--- src/ulc_pkg.sv ---
// shared constants for the unsigned below-level hysteresis compare block
package ulc_pkg;
	localparam int WORD_W = 16; // operational input width, 0..65535
	localparam int WIDE_W = 17; // one bit of headroom for level plus margin
	localparam logic RESULT_RST = 1'h0; // output value after reset
	localparam logic OUT_BELOW = 1'h1; // output when input sits under the band
	localparam logic OUT_ABOVE = 1'h0; // output when input sits over the band
	// enable mode selection
	typedef enum logic [3:0] {
		ULC_EN_BOOL = 4'h1,
		ULC_EN_ALWAYS_ON = 4'h2,
		ULC_EN_ALWAYS_OFF = 4'h4,
		ULC_EN_RSVD = 4'h8
	} ulc_en_mode_t;
	// enable boolean source selection
	localparam logic [1:0] SRC_ISLAND = 2'h0;
	localparam logic [1:0] SRC_VIRTUAL = 2'h1;
	localparam logic [1:0] SRC_MASTER = 2'h2;
endpackage : ulc_pkg

--- src/ulc_compare.sv ---
// less-than-level unsigned compare with hysteresis and enable
module ulc_compare
	import ulc_pkg::*;
(
	input wire logic CLOCK_IN,
	input wire logic SYS_RST_IN,
	input wire logic [WORD_W-1:0] OPER_WORD_IN,
	input wire logic [WORD_W-1:0] COMPARE_LEVEL_IN,
	input wire logic [WORD_W-1:0] MARGIN_IN,
	input wire logic [3:0] EN_MODE_IN,
	input wire logic [1:0] EN_SRC_SEL_IN,
	input wire logic EN_ISLAND_IN,
	input wire logic EN_VIRTUAL_IN,
	input wire logic EN_MASTER_IN,
	input wire logic MASTER_CH_BIT_IN,
	input wire logic CH_DEDICATED_IN,
	output logic RESULT_OUT,
	output logic CHANNEL_OUT,
	output logic MASTER_BIT_OUT,
	output logic ENABLED_OUT
);
	logic [WORD_W-1:0] word_ff, nxt_word;
	logic [WORD_W-1:0] level_ff, nxt_level;
	logic [WORD_W-1:0] margin_ff, nxt_margin;
	logic [1:0] isl_sync_ff, nxt_isl_sync;
	logic result_ff, nxt_result;
	logic chan_ff, nxt_chan;
	logic mbit_ff, nxt_mbit;
	logic en_bool;
	logic enabled;
	logic below;
	logic above;
	ulc_en_mode_t mode;

	// island pin passes two flip-flops before use
	always_comb begin
		nxt_isl_sync = {isl_sync_ff[0], EN_ISLAND_IN};
	end

	// boolean enable source pick
	always_comb begin
		unique case (EN_SRC_SEL_IN)
			SRC_ISLAND: en_bool = isl_sync_ff[1];
			SRC_VIRTUAL: en_bool = EN_VIRTUAL_IN;
			SRC_MASTER: en_bool = EN_MASTER_IN;
			default: en_bool = 1'h0;
		endcase
	end

	// enable decode; illegal mode codes count as disabled
	always_comb begin
		mode = ulc_en_mode_t'(EN_MODE_IN);
		unique case (mode)
			ULC_EN_BOOL: enabled = en_bool;
			ULC_EN_ALWAYS_ON: enabled = 1'h1;
			ULC_EN_ALWAYS_OFF: enabled = 1'h0;
			default: enabled = 1'h0;
		endcase
	end

	// inputs captured every cycle, enabled or not
	always_comb begin
		nxt_word = OPER_WORD_IN;
		nxt_level = COMPARE_LEVEL_IN;
		nxt_margin = MARGIN_IN;
	end

	// classification of the latest captured set
	ulc_band u_band (
		.value_in(word_ff),
		.level_in(level_ff),
		.margin_in(margin_ff),
		.below_out(below),
		.above_out(above)
	);

	// hysteresis result, frozen while disabled
	always_comb begin
		nxt_result = result_ff;
		if (enabled) begin
			if (below) begin
				nxt_result = OUT_BELOW;
			end else if (above) begin
				nxt_result = OUT_ABOVE;
			end
		end
	end

	// dedicated channel follows only the block; master bit still readable
	always_comb begin
		nxt_chan = CH_DEDICATED_IN ? nxt_result : MASTER_CH_BIT_IN;
		nxt_mbit = MASTER_CH_BIT_IN;
	end

	// state registers
	always_ff @(posedge CLOCK_IN or posedge SYS_RST_IN) begin
		if (SYS_RST_IN) begin
			word_ff <= '0;
			level_ff <= '0;
			margin_ff <= '0;
			isl_sync_ff <= 2'h0;
			result_ff <= RESULT_RST;
			chan_ff <= RESULT_RST;
			mbit_ff <= 1'h0;
		end else begin
			word_ff <= nxt_word;
			level_ff <= nxt_level;
			margin_ff <= nxt_margin;
			isl_sync_ff <= nxt_isl_sync;
			result_ff <= nxt_result;
			chan_ff <= nxt_chan;
			mbit_ff <= nxt_mbit;
		end
	end

	// output drive; result may feed a second stage word input
	always_comb begin
		RESULT_OUT = result_ff;
		CHANNEL_OUT = chan_ff;
		MASTER_BIT_OUT = mbit_ff;
		ENABLED_OUT = enabled;
	end

	a_below_sets: assert property (@(posedge CLOCK_IN) disable iff (SYS_RST_IN)
		enabled && below |=> result_ff)
		else $error("below band did not set output");

	a_above_clears: assert property (@(posedge CLOCK_IN) disable iff (SYS_RST_IN)
		enabled && above |=> !result_ff)
		else $error("above band did not clear output");

	a_band_holds: assert property (@(posedge CLOCK_IN) disable iff (SYS_RST_IN)
		enabled && !below && !above |=> $stable(result_ff))
		else $error("output moved inside band");

	a_off_freezes: assert property (@(posedge CLOCK_IN) disable iff (SYS_RST_IN)
		!enabled |=> $stable(result_ff))
		else $error("output moved while disabled");

	a_capture_runs: assert property (@(posedge CLOCK_IN) disable iff (SYS_RST_IN)
		1'h1 |=> word_ff == $past(OPER_WORD_IN))
		else $error("input not captured");

	a_force_modes: assert property (@(posedge CLOCK_IN) disable iff (SYS_RST_IN)
		(EN_MODE_IN == 4'h2 |-> enabled) and (EN_MODE_IN == 4'h4 |-> !enabled))
		else $error("constant enable mode ignored");

	a_reenable_now: assert property (@(posedge CLOCK_IN) disable iff (SYS_RST_IN)
		!enabled ##1 (enabled && below) |=> result_ff)
		else $error("re-enable evaluation delayed");

	a_chan_follows: assert property (@(posedge CLOCK_IN) disable iff (SYS_RST_IN)
		CH_DEDICATED_IN |=> CHANNEL_OUT == result_ff)
		else $error("dedicated channel not following block");

	a_wide_edge: assert property (@(posedge CLOCK_IN) disable iff (SYS_RST_IN)
		enabled && word_ff == 16'hffff && level_ff == 16'hffff && margin_ff != 16'h0000
		|=> $stable(result_ff))
		else $error("level plus margin wrapped");

	// result, channel and master bit outputs low at the first edge after reset
	a_reset_low: assert property (@(posedge CLOCK_IN)
		$fell(SYS_RST_IN) |-> !result_ff && !chan_ff && !mbit_ff)
		else $error("outputs not low after reset");

	// level taken every cycle
	a_level_capture: assert property (@(posedge CLOCK_IN) disable iff (SYS_RST_IN)
		1'h1 |=> level_ff == $past(COMPARE_LEVEL_IN))
		else $error("level not captured");

	// margin taken every cycle
	a_margin_capture: assert property (@(posedge CLOCK_IN) disable iff (SYS_RST_IN)
		1'h1 |=> margin_ff == $past(MARGIN_IN))
		else $error("margin not captured");

	// master bit copied one cycle later
	a_mbit_copy: assert property (@(posedge CLOCK_IN) disable iff (SYS_RST_IN)
		1'h1 |=> mbit_ff == $past(MASTER_CH_BIT_IN))
		else $error("master bit not copied");

	// free channel passes the master bit
	a_chan_master: assert property (@(posedge CLOCK_IN) disable iff (SYS_RST_IN)
		!CH_DEDICATED_IN |=> chan_ff == $past(MASTER_CH_BIT_IN))
		else $error("free channel not passing master bit");

	// below and above never both true
	a_band_exclusive: assert property (@(posedge CLOCK_IN) disable iff (SYS_RST_IN)
		!(below && above))
		else $error("band classes overlap");

	// boolean mode follows the picked source
	a_bool_follows: assert property (@(posedge CLOCK_IN) disable iff (SYS_RST_IN)
		EN_MODE_IN == 4'h1 |-> enabled == en_bool)
		else $error("boolean enable not followed");

	// unknown mode codes disable the block
	a_bad_mode_off: assert property (@(posedge CLOCK_IN) disable iff (SYS_RST_IN)
		EN_MODE_IN != 4'h1 && EN_MODE_IN != 4'h2 && EN_MODE_IN != 4'h4 |-> !enabled)
		else $error("illegal mode enabled block");

	// virtual source used directly
	a_src_virtual: assert property (@(posedge CLOCK_IN) disable iff (SYS_RST_IN)
		EN_MODE_IN == 4'h1 && EN_SRC_SEL_IN == 2'h1 |-> enabled == EN_VIRTUAL_IN)
		else $error("virtual enable not followed");

	// master source used directly
	a_src_master: assert property (@(posedge CLOCK_IN) disable iff (SYS_RST_IN)
		EN_MODE_IN == 4'h1 && EN_SRC_SEL_IN == 2'h2 |-> enabled == EN_MASTER_IN)
		else $error("master enable not followed");

	// island source read after the second flop
	a_src_island: assert property (@(posedge CLOCK_IN) disable iff (SYS_RST_IN)
		EN_MODE_IN == 4'h1 && EN_SRC_SEL_IN == 2'h0 |-> enabled == isl_sync_ff[1])
		else $error("island enable not followed");

	// unused source code reads as false
	a_src_none: assert property (@(posedge CLOCK_IN) disable iff (SYS_RST_IN)
		EN_MODE_IN == 4'h1 && EN_SRC_SEL_IN == 2'h3 |-> !enabled)
		else $error("unused source enabled block");

	// synchroniser shifts one stage per cycle
	a_sync_chain: assert property (@(posedge CLOCK_IN) disable iff (SYS_RST_IN)
		1'h1 |=> isl_sync_ff[1] == $past(isl_sync_ff[0]))
		else $error("island synchroniser broken");

	// high half of the range counts as large
	a_sign_magnitude: assert property (@(posedge CLOCK_IN) disable iff (SYS_RST_IN)
		enabled && word_ff[15] && level_ff < 16'h4000 && margin_ff < 16'h4000 |=> !result_ff)
		else $error("top bit treated as sign");

	// lower edge under zero leaves nothing below
	a_low_never_below: assert property (@(posedge CLOCK_IN) disable iff (SYS_RST_IN)
		level_ff < margin_ff |-> !below)
		else $error("wrapped lower edge");

	// upper edge over the range leaves nothing above
	a_top_never_above: assert property (@(posedge CLOCK_IN) disable iff (SYS_RST_IN)
		level_ff > 16'hffff - margin_ff |-> !above)
		else $error("wrapped upper edge");

	// result only moves after an enabled cycle
	a_move_enabled: assert property (@(posedge CLOCK_IN) disable iff (SYS_RST_IN)
		$changed(result_ff) |-> $past(enabled))
		else $error("result moved without enable");

	// a rise needs the input below the band
	a_rise_cause: assert property (@(posedge CLOCK_IN) disable iff (SYS_RST_IN)
		$rose(result_ff) |-> $past(below))
		else $error("result rose without cause");

	// a fall needs the input above the band
	a_fall_cause: assert property (@(posedge CLOCK_IN) disable iff (SYS_RST_IN)
		$fell(result_ff) |-> $past(above))
		else $error("result fell without cause");

	// result port mirrors its register
	a_out_mirror: assert property (@(posedge CLOCK_IN) disable iff (SYS_RST_IN)
		RESULT_OUT == result_ff)
		else $error("result port differs");

	// enable port mirrors the decode
	a_en_mirror: assert property (@(posedge CLOCK_IN) disable iff (SYS_RST_IN)
		ENABLED_OUT == enabled)
		else $error("enable port differs");

	// channel port mirrors its register
	a_chan_mirror: assert property (@(posedge CLOCK_IN) disable iff (SYS_RST_IN)
		CHANNEL_OUT == chan_ff)
		else $error("channel port differs");

	// master copy port mirrors its register
	a_mbit_mirror: assert property (@(posedge CLOCK_IN) disable iff (SYS_RST_IN)
		MASTER_BIT_OUT == mbit_ff)
		else $error("master copy port differs");
endmodule : ulc_compare

--- src/ulc_band.sv ---
// band classifier: compares a word against level minus and plus margin
module ulc_band
	import ulc_pkg::*;
(
	input wire logic [WORD_W-1:0] value_in,
	input wire logic [WORD_W-1:0] level_in,
	input wire logic [WORD_W-1:0] margin_in,
	output logic below_out,
	output logic above_out
);
	logic [WIDE_W-1:0] lo_edge;
	logic [WIDE_W-1:0] hi_edge;
	logic [WIDE_W-1:0] val_w;
	// widened edges so level plus margin cannot wrap
	always_comb begin
		val_w = {1'h0, value_in}; // top bit is magnitude, never sign
		lo_edge = {1'h0, level_in} - {1'h0, margin_in};
		hi_edge = {1'h0, level_in} + {1'h0, margin_in};
		// a negative lower edge leaves nothing strictly below it
		below_out = !lo_edge[WIDE_W-1] && (val_w < lo_edge);
		above_out = (val_w >= hi_edge);
	end
endmodule : ulc_band

--- config.mk ---
export PLATFORM = sky130hd
export DESIGN_NAME = ulc_compare
export DESIGN_NICKNAME = d
export VERILOG_FILES = /design/src/ulc_pkg.sv /design/src/ulc_compare.sv /design/src/ulc_band.sv
export SDC_FILE = /design/constraint.sdc
export NUM_CORES = 1
export LEC_CHECK = 0
export BUFFER_PORTS_ARGS = -buffer_cell sky130_fd_sc_hd__buf_4
export CORE_UTILIZATION = 50
export DETAILED_ROUTE_END_ITERATION = 10
export PLACE_DENSITY = 0.83
export SYNTH_ARGS = -nofsm -noshare
export SYNTH_HDL_FRONTEND = slang
export SYNTH_SLANG_ARGS = --single-unit
--- constraint.sdc ---
create_clock -name CLOCK_IN -period 4 [get_ports CLOCK_IN]
set_clock_uncertainty 0.2 [all_clocks]
set_input_delay 0.2 -clock CLOCK_IN [delete_from_list [all_inputs] [get_ports CLOCK_IN]]
set_output_delay 0.2 -clock CLOCK_IN [all_outputs]
set_load 0.02 [all_outputs]
Word level (Yosys, flattened, before mapping)

Index checks and enable logic that the tools add are counted.

Word-level logic and storage cells: 24
Output and inout port bits: 4
Bits in registers: 53
Input bits: 61

Order comparisons: 2
Mux-type cells: 6
Reduce and logical (&&, ||, !) cells: 3
Add/sub/neg operators: 2
Eq/ne operators: 4

Operators by type and width:

| kind               | number |
|---|---|
| $add 16x16->17     | 1 |
| $ge 16x17->1       | 1 |
| $lt 16x17->1       | 1 |
| $sub 16x16->17     | 1 |
| $eq 4x1->1 const B | 1 |
| $eq 4x2->1 const B | 1 |
| $mux 1             | 4 |
| $pmux 1 s3         | 1 |
| $eq 2x1->1 const B | 1 |
| $eq 2x2->1 const B | 1 |
| $logic_not 2->1    | 1 |
| $pmux 1 s2         | 1 |
| $logic_and 1x1->1  | 1 |
| $logic_not 1->1    | 1 |

Longest topological paths before layout

Word-level depth: 6
Mapped depth: 18
Gate-level depth less buffers: 17

Modules after synthesis

Synthesis repeated with hierarchy kept, for this count alone.

Cell total of the unflattened synthesis: 342
Area total of the unflattened synthesis: 3573.4 µm²

By module, submodules not included:

| module      | instances | cells an instance | area each (µm²) | sequential area each (µm²) |
|---|---|---|---|---|
| ulc_band    | 1         | 276               | 2144.6          | 0.0 |
| ulc_compare | 1         | 66                | 1428.9          | 1326.3 |

Least setup slack after synthesis

OpenSTA, ideal clock, no wires.

Path type: register to register
Start point: reg level_ff[3]
End point: reg chan_ff, in the netlist CHANNEL_OUT
Required time: 3.675 ns
Slack: 0.447 ns
Cell stages (with the launch flop): 18
Period minus slack after synthesis: 3.553 ns
Arrival time: 3.228 ns
Library setup time: 0.125 ns
Buffers on the path: 1
Cells stage by stage: dfrtp_1 ha_1 buf_6 nor3b_1 a211oi_2 a21oi_1 a31oi_2 a2111oi_2 nor2_1 xnor2_1 ha_1 nand2_1 nor2_1 o311ai_0 nand4_1 o311ai_1 a21o_1 mux2_4

Cells in the longest elaborated chain, start to end: 6
Elaborated cells between the ends (all ways): 10
Classes of those cells: 2 x add/sub; 2 x order compare; 4 x mux; 2 x reduce/logical

Ends and longest elaborated chain:

| what                                                    | line                              | RTL |
|---|---|---|
| start, declared                                         | ulc_compare.sv:23                 | `logic [WORD_W-1:0] level_ff, nxt_level;` |
| start signal, assigned                                  | ulc_compare.sv:107                | `level_ff <= nxt_level;` |
| $add 16x16->17 / $sub 16x16->17 (equally long branches) | ulc_band.sv:18, ulc_band.sv:17    |  |
| $ge 16x17->1 (tied with other cells)                    | ulc_band.sv:21                    | `above_out = (val_w >= hi_edge);` |
| $mux 1 / $logic_and 1x1->1 (equally long branches)      | ulc_compare.sv:83, ulc_band.sv:20 |  |
| $mux 1 *                                                | ulc_compare.sv:81                 | `if (below) begin` |
| $mux 1 *                                                | ulc_compare.sv:80                 | `if (enabled) begin` |
| named net nxt_result                                    | ulc_compare.sv:26                 | `logic result_ff, nxt_result;` |
| $mux 1 *                                                | ulc_compare.sv:91                 | `nxt_chan = CH_DEDICATED_IN ? nxt_result : MASTER_CH_BIT_IN;` |
| named net nxt_chan                                      | ulc_compare.sv:27                 | `logic chan_ff, nxt_chan;` |
| end signal, assigned                                    | ulc_compare.sv:111                | `chan_ff <= nxt_chan;` |
| end, declared                                           | ulc_compare.sv:27                 |  |

The timed path passes the listed nets; every way through them passes the cells marked *.

Worst setup path after layout

Start point: reg level_ff[0]
End point: reg chan_ff, in the netlist CHANNEL_OUT

Same word-level chain as after synthesis.

==> impl_results.md <==
* Crit. End Element: flop
* Layout cells sized above 1 at 0.238
* DR iter-0 viols at approximately 170
* Post-Synthesis Net Count at 481
* # diodes at 0
* Final Hold Viols at 0
* Worst Tran Pin Value at about 1.0 ns
* Tmin final at just under 4 ns
* Critical path fanouts, max at 3
* Mean Syn Cell Area at 10.1 um2
* Maximum number of pins on one net before global-route repair at 54
* Min-delay worst type: flop to flop
* Routed WL per cell at around 14 um
* Clock tree root buffer cell: clkbuf_8
* Synth Instances at 355
* Gr usage total at 0.225
* Reg clk slew, reported paths at about 0.09 ns
* Core footprint at between 6000 and 7000 um2
* Buf/Inv on CP at 0
* CTS Sinks at 53
* Flop pwr share at 0.401
* IO Pins at 65
* First drt pass iteration count at 5
* First-pass GRT wire length at 13.3 mm
* IR drop worst, VDD at about 0.15 mV
* Leak at 2.35 nW
* EDFF count, synth at 0
* Die width at approximately 87 um
* DP Cell Count at slightly above 500
* Final ANT Viol Nets at 0
* Internal at around 960 uW
* Setup WS pre-CTS at -0.0906 ns
* Vias per cell at between 5 and 6
* Starting Density at 0.523
* Area Overhead vs Synth at 38.4%
* Synth Register Bits at 53
* Most frequent cells in the layout: buf_4 (70), ha_1 (59), dlygate4sd3_1 (52), dfrtp_1 (51), inv_1 (36)
* Final max-slew violation count at 0
* Sw Ratio at 0.341
* Initial antenna violation count at 0
* Final Non-Filler Cells at around 570
* Worst path slowest cell: dfrtp_1
* CTS tree: done
* Worst-Skew Late Latency at ~0.31 ns
* Power Density at roughly 290 nW/um2
* Port Buffers at between 60 and 70
* Clk buf depth at 2
* Status: finished, final reports clean
* Synth warn at 0
* Overall power at between 1 and 1.5 mW
* Die Ht at slightly below 90 um
* Post-synth ARST share at 1.00
* GRT overflow at 0
* Most common cell after layout, fill and taps aside: buf_4
* Unrepaired setup endpoints after global routing: yes
* Final setup fails at 0
* Crit share post-route at 0.977
* H-tree levels at 2
* Max Cap Viol at 0
* Crit-path max cell delay at 0.39 ns
* # nets final at ~600
* Worst setup SP type: flop
* Clock power frac at 0.211
* Relative slew margins at 0.302
* Dpl hpwl at 5.91 mm
* Num rows at 30
* Synth Cell Area at between 3000 and 4000 um2
* Total die area at about 7500 um2
* Final critical-path setup slack at roughly 0.09 ns
* WS Path Type: flop to flop
* Synth unique cells at 53
* Critical Path AT at around 3.9 ns
* Primary FF master, synth: dfrtp_1
* WP data required at about 4.0 ns
* Register area share after synthesis at 0.369
* Final WL at roughly 8.3 mm
* Critical path, cell by cell: ha_2 > fa_2 > nor2b_4 > o311ai_4 > a21oi_4 > a221oi_4 > o31ai_2 > xnor2_1 > ha_1 > nand4_1 > nor2_2 > o311ai_2 > nand4_1 > o311ai_2 > a21o_1 > mux2_4
* Num CTS Buffers at 5
* Worst path top cell family by delay: compound AO/OA/AOI/OAI gates
* Fmax at roughly 0.26 GHz
* Vias in the first global route at between 3000 and 4000
* P_sw at just under 500 uW
* Logic pwr share at 0.387
* Worst reg2reg setup slack at around 0.092 ns
* Via Count at between 3000 and 4000
* GP Congestion at 0.906
* Remaining DRCs at 0
-- sequential cells by signal, indices dropped and copies added, names as in the netlist --
register / flops
MASTER_BIT_OUT: 1
margin_ff: 16
CHANNEL_OUT: 1
level_ff: 16
word_ff: 16
RESULT_OUT: 1
isl_sync_ff: 2
-- worst paths after layout --
check,from,to,cells past startpoint
worst max-delay path,level_ff[0],CHANNEL_OUT,16
max in group asynchronous,SYS_RST_IN,level_ff[1],3
worst min register to register,isl_sync_ff[0],isl_sync_ff[1],0
min in group asynchronous,SYS_RST_IN,margin_ff[12],3
worst max register to register,level_ff[0],CHANNEL_OUT,16
worst min-delay path,isl_sync_ff[0],isl_sync_ff[1],0
-- power by group through the flow --
stage	registers (mW)	logic, mW	clock network, mW
2_1_floorplan	0.591	0.329	0
3_3_place_gp	0.592	0.454	0
3_5_place_dp	0.593	0.467	0
4_1_cts	0.583	0.513	0.321
5_1_grt	0.588	0.623	0.340
6_report	0.583	0.563	0.307
-- routing by layer --
metal  vias up  part of all wire  global-route usage
met1      1442              0.45               0.296
met2        96              0.49               0.389
met5         -                 0                   0
li1       1481                 -                   -
met3        14             0.041              0.0352
met4         0             0.020              0.0576
-- metrics by stage --
| step | TNS, ns | utilization | instance area (um2) | hold WS [ns] |
|---|---|---|---|---|
| 6_report | 0 | 0.724 | 4970 | 0.156 |
| 3_5_place_dp | -0.0906 | 0.606 | 4160 | 0.110 |
| 4_1_cts | 0 | 0.697 | 4790 | 0.159 |
| 5_1_grt | -0.0779 | 0.724 | 4970 | 0.164 |
| 3_3_place_gp | -0.00386 | 0.606 | 4160 | 0.110 |
| 2_1_floorplan | 0 | - | 3590 | 0.0314 |
-- area by class of cell --
type,count,area (um2)
clock buffers,5,68.8
clock inverters,3,22.5
fillers,470,1900
inverters,38,143
multi-input cells,257,2240
flip-flops and latches,53,1330
well taps,96,120
repair buffers,122,1050
-- kinds of logic (layout without fill, tap and decap cells) --
family	Yosys count	count (layout)	share of synthesized area
AOI/OAI and AO/OA	91	91	0.176
xor gates and xnor gates	27	27	0.0658
adders and majority gates	65	65	0.231
buffers and inverters	45	168	0.0522
DFF	53	53	0.369
muxes	2	2	0.00696
and+or+nand+nor	72	72	0.0992
-- cell usage after synthesis (all sizes together) (2+ instances only) --
| cell | instances | area share |
|---|---|---|
| a21o | 7 | 0.015 |
| xnor2 | 19 | 0.046 |
| o21ai | 18 | 0.026 |
| nor4 | 3 | 0.0052 |
| o311ai | 3 | 0.012 |
| dfrtp | 53 | 0.37 |
| nand4 | 4 | 0.0070 |
| nand2b | 7 | 0.012 |
| buf | 6 | 0.011 |
| nor2b | 6 | 0.011 |
| o21bai | 5 | 0.010 |
| a2111oi | 3 | 0.0091 |
| nor2 | 17 | 0.018 |
| ha | 63 | 0.22 |
| a31oi | 2 | 0.0052 |
| inv | 38 | 0.040 |
| a21oi | 34 | 0.048 |
| xor2 | 8 | 0.019 |
| nor3 | 7 | 0.0097 |
| nor3b | 2 | 0.0042 |
| o31ai | 2 | 0.0042 |
| o211ai | 2 | 0.0042 |
| fa | 2 | 0.011 |
| o21a | 2 | 0.0042 |
| nand3 | 6 | 0.0084 |
| a211oi | 4 | 0.0097 |
| nand2 | 17 | 0.018 |
| a221oi | 3 | 0.012 |
-- repair_timing --
action,in CTS,in global routing
endpoints found under the setup margin,1,2
hold buffers,52,0
resized for setup,3,34
buffers inserted,1,3
gates cloned,0,0
endpoints found under the hold margin,68,0
pin swaps,2,11
-- worst reg2reg max path, stage by stage (launching register included) --
cell      delay [ns]
dfrtp_1         0.39
ha_2            0.20
fa_2            0.36
nor2b_4         0.15
o311ai_4        0.33
a21oi_4         0.13
a221oi_4        0.36
o31ai_2         0.09
xnor2_1         0.17
ha_1            0.32
nand4_1         0.09
nor2_2          0.16
o311ai_2        0.12
nand4_1         0.16
o311ai_2        0.12
a21o_1          0.19
mux2_4          0.25
No activity file was read; power rests on OpenSTA's default activity.
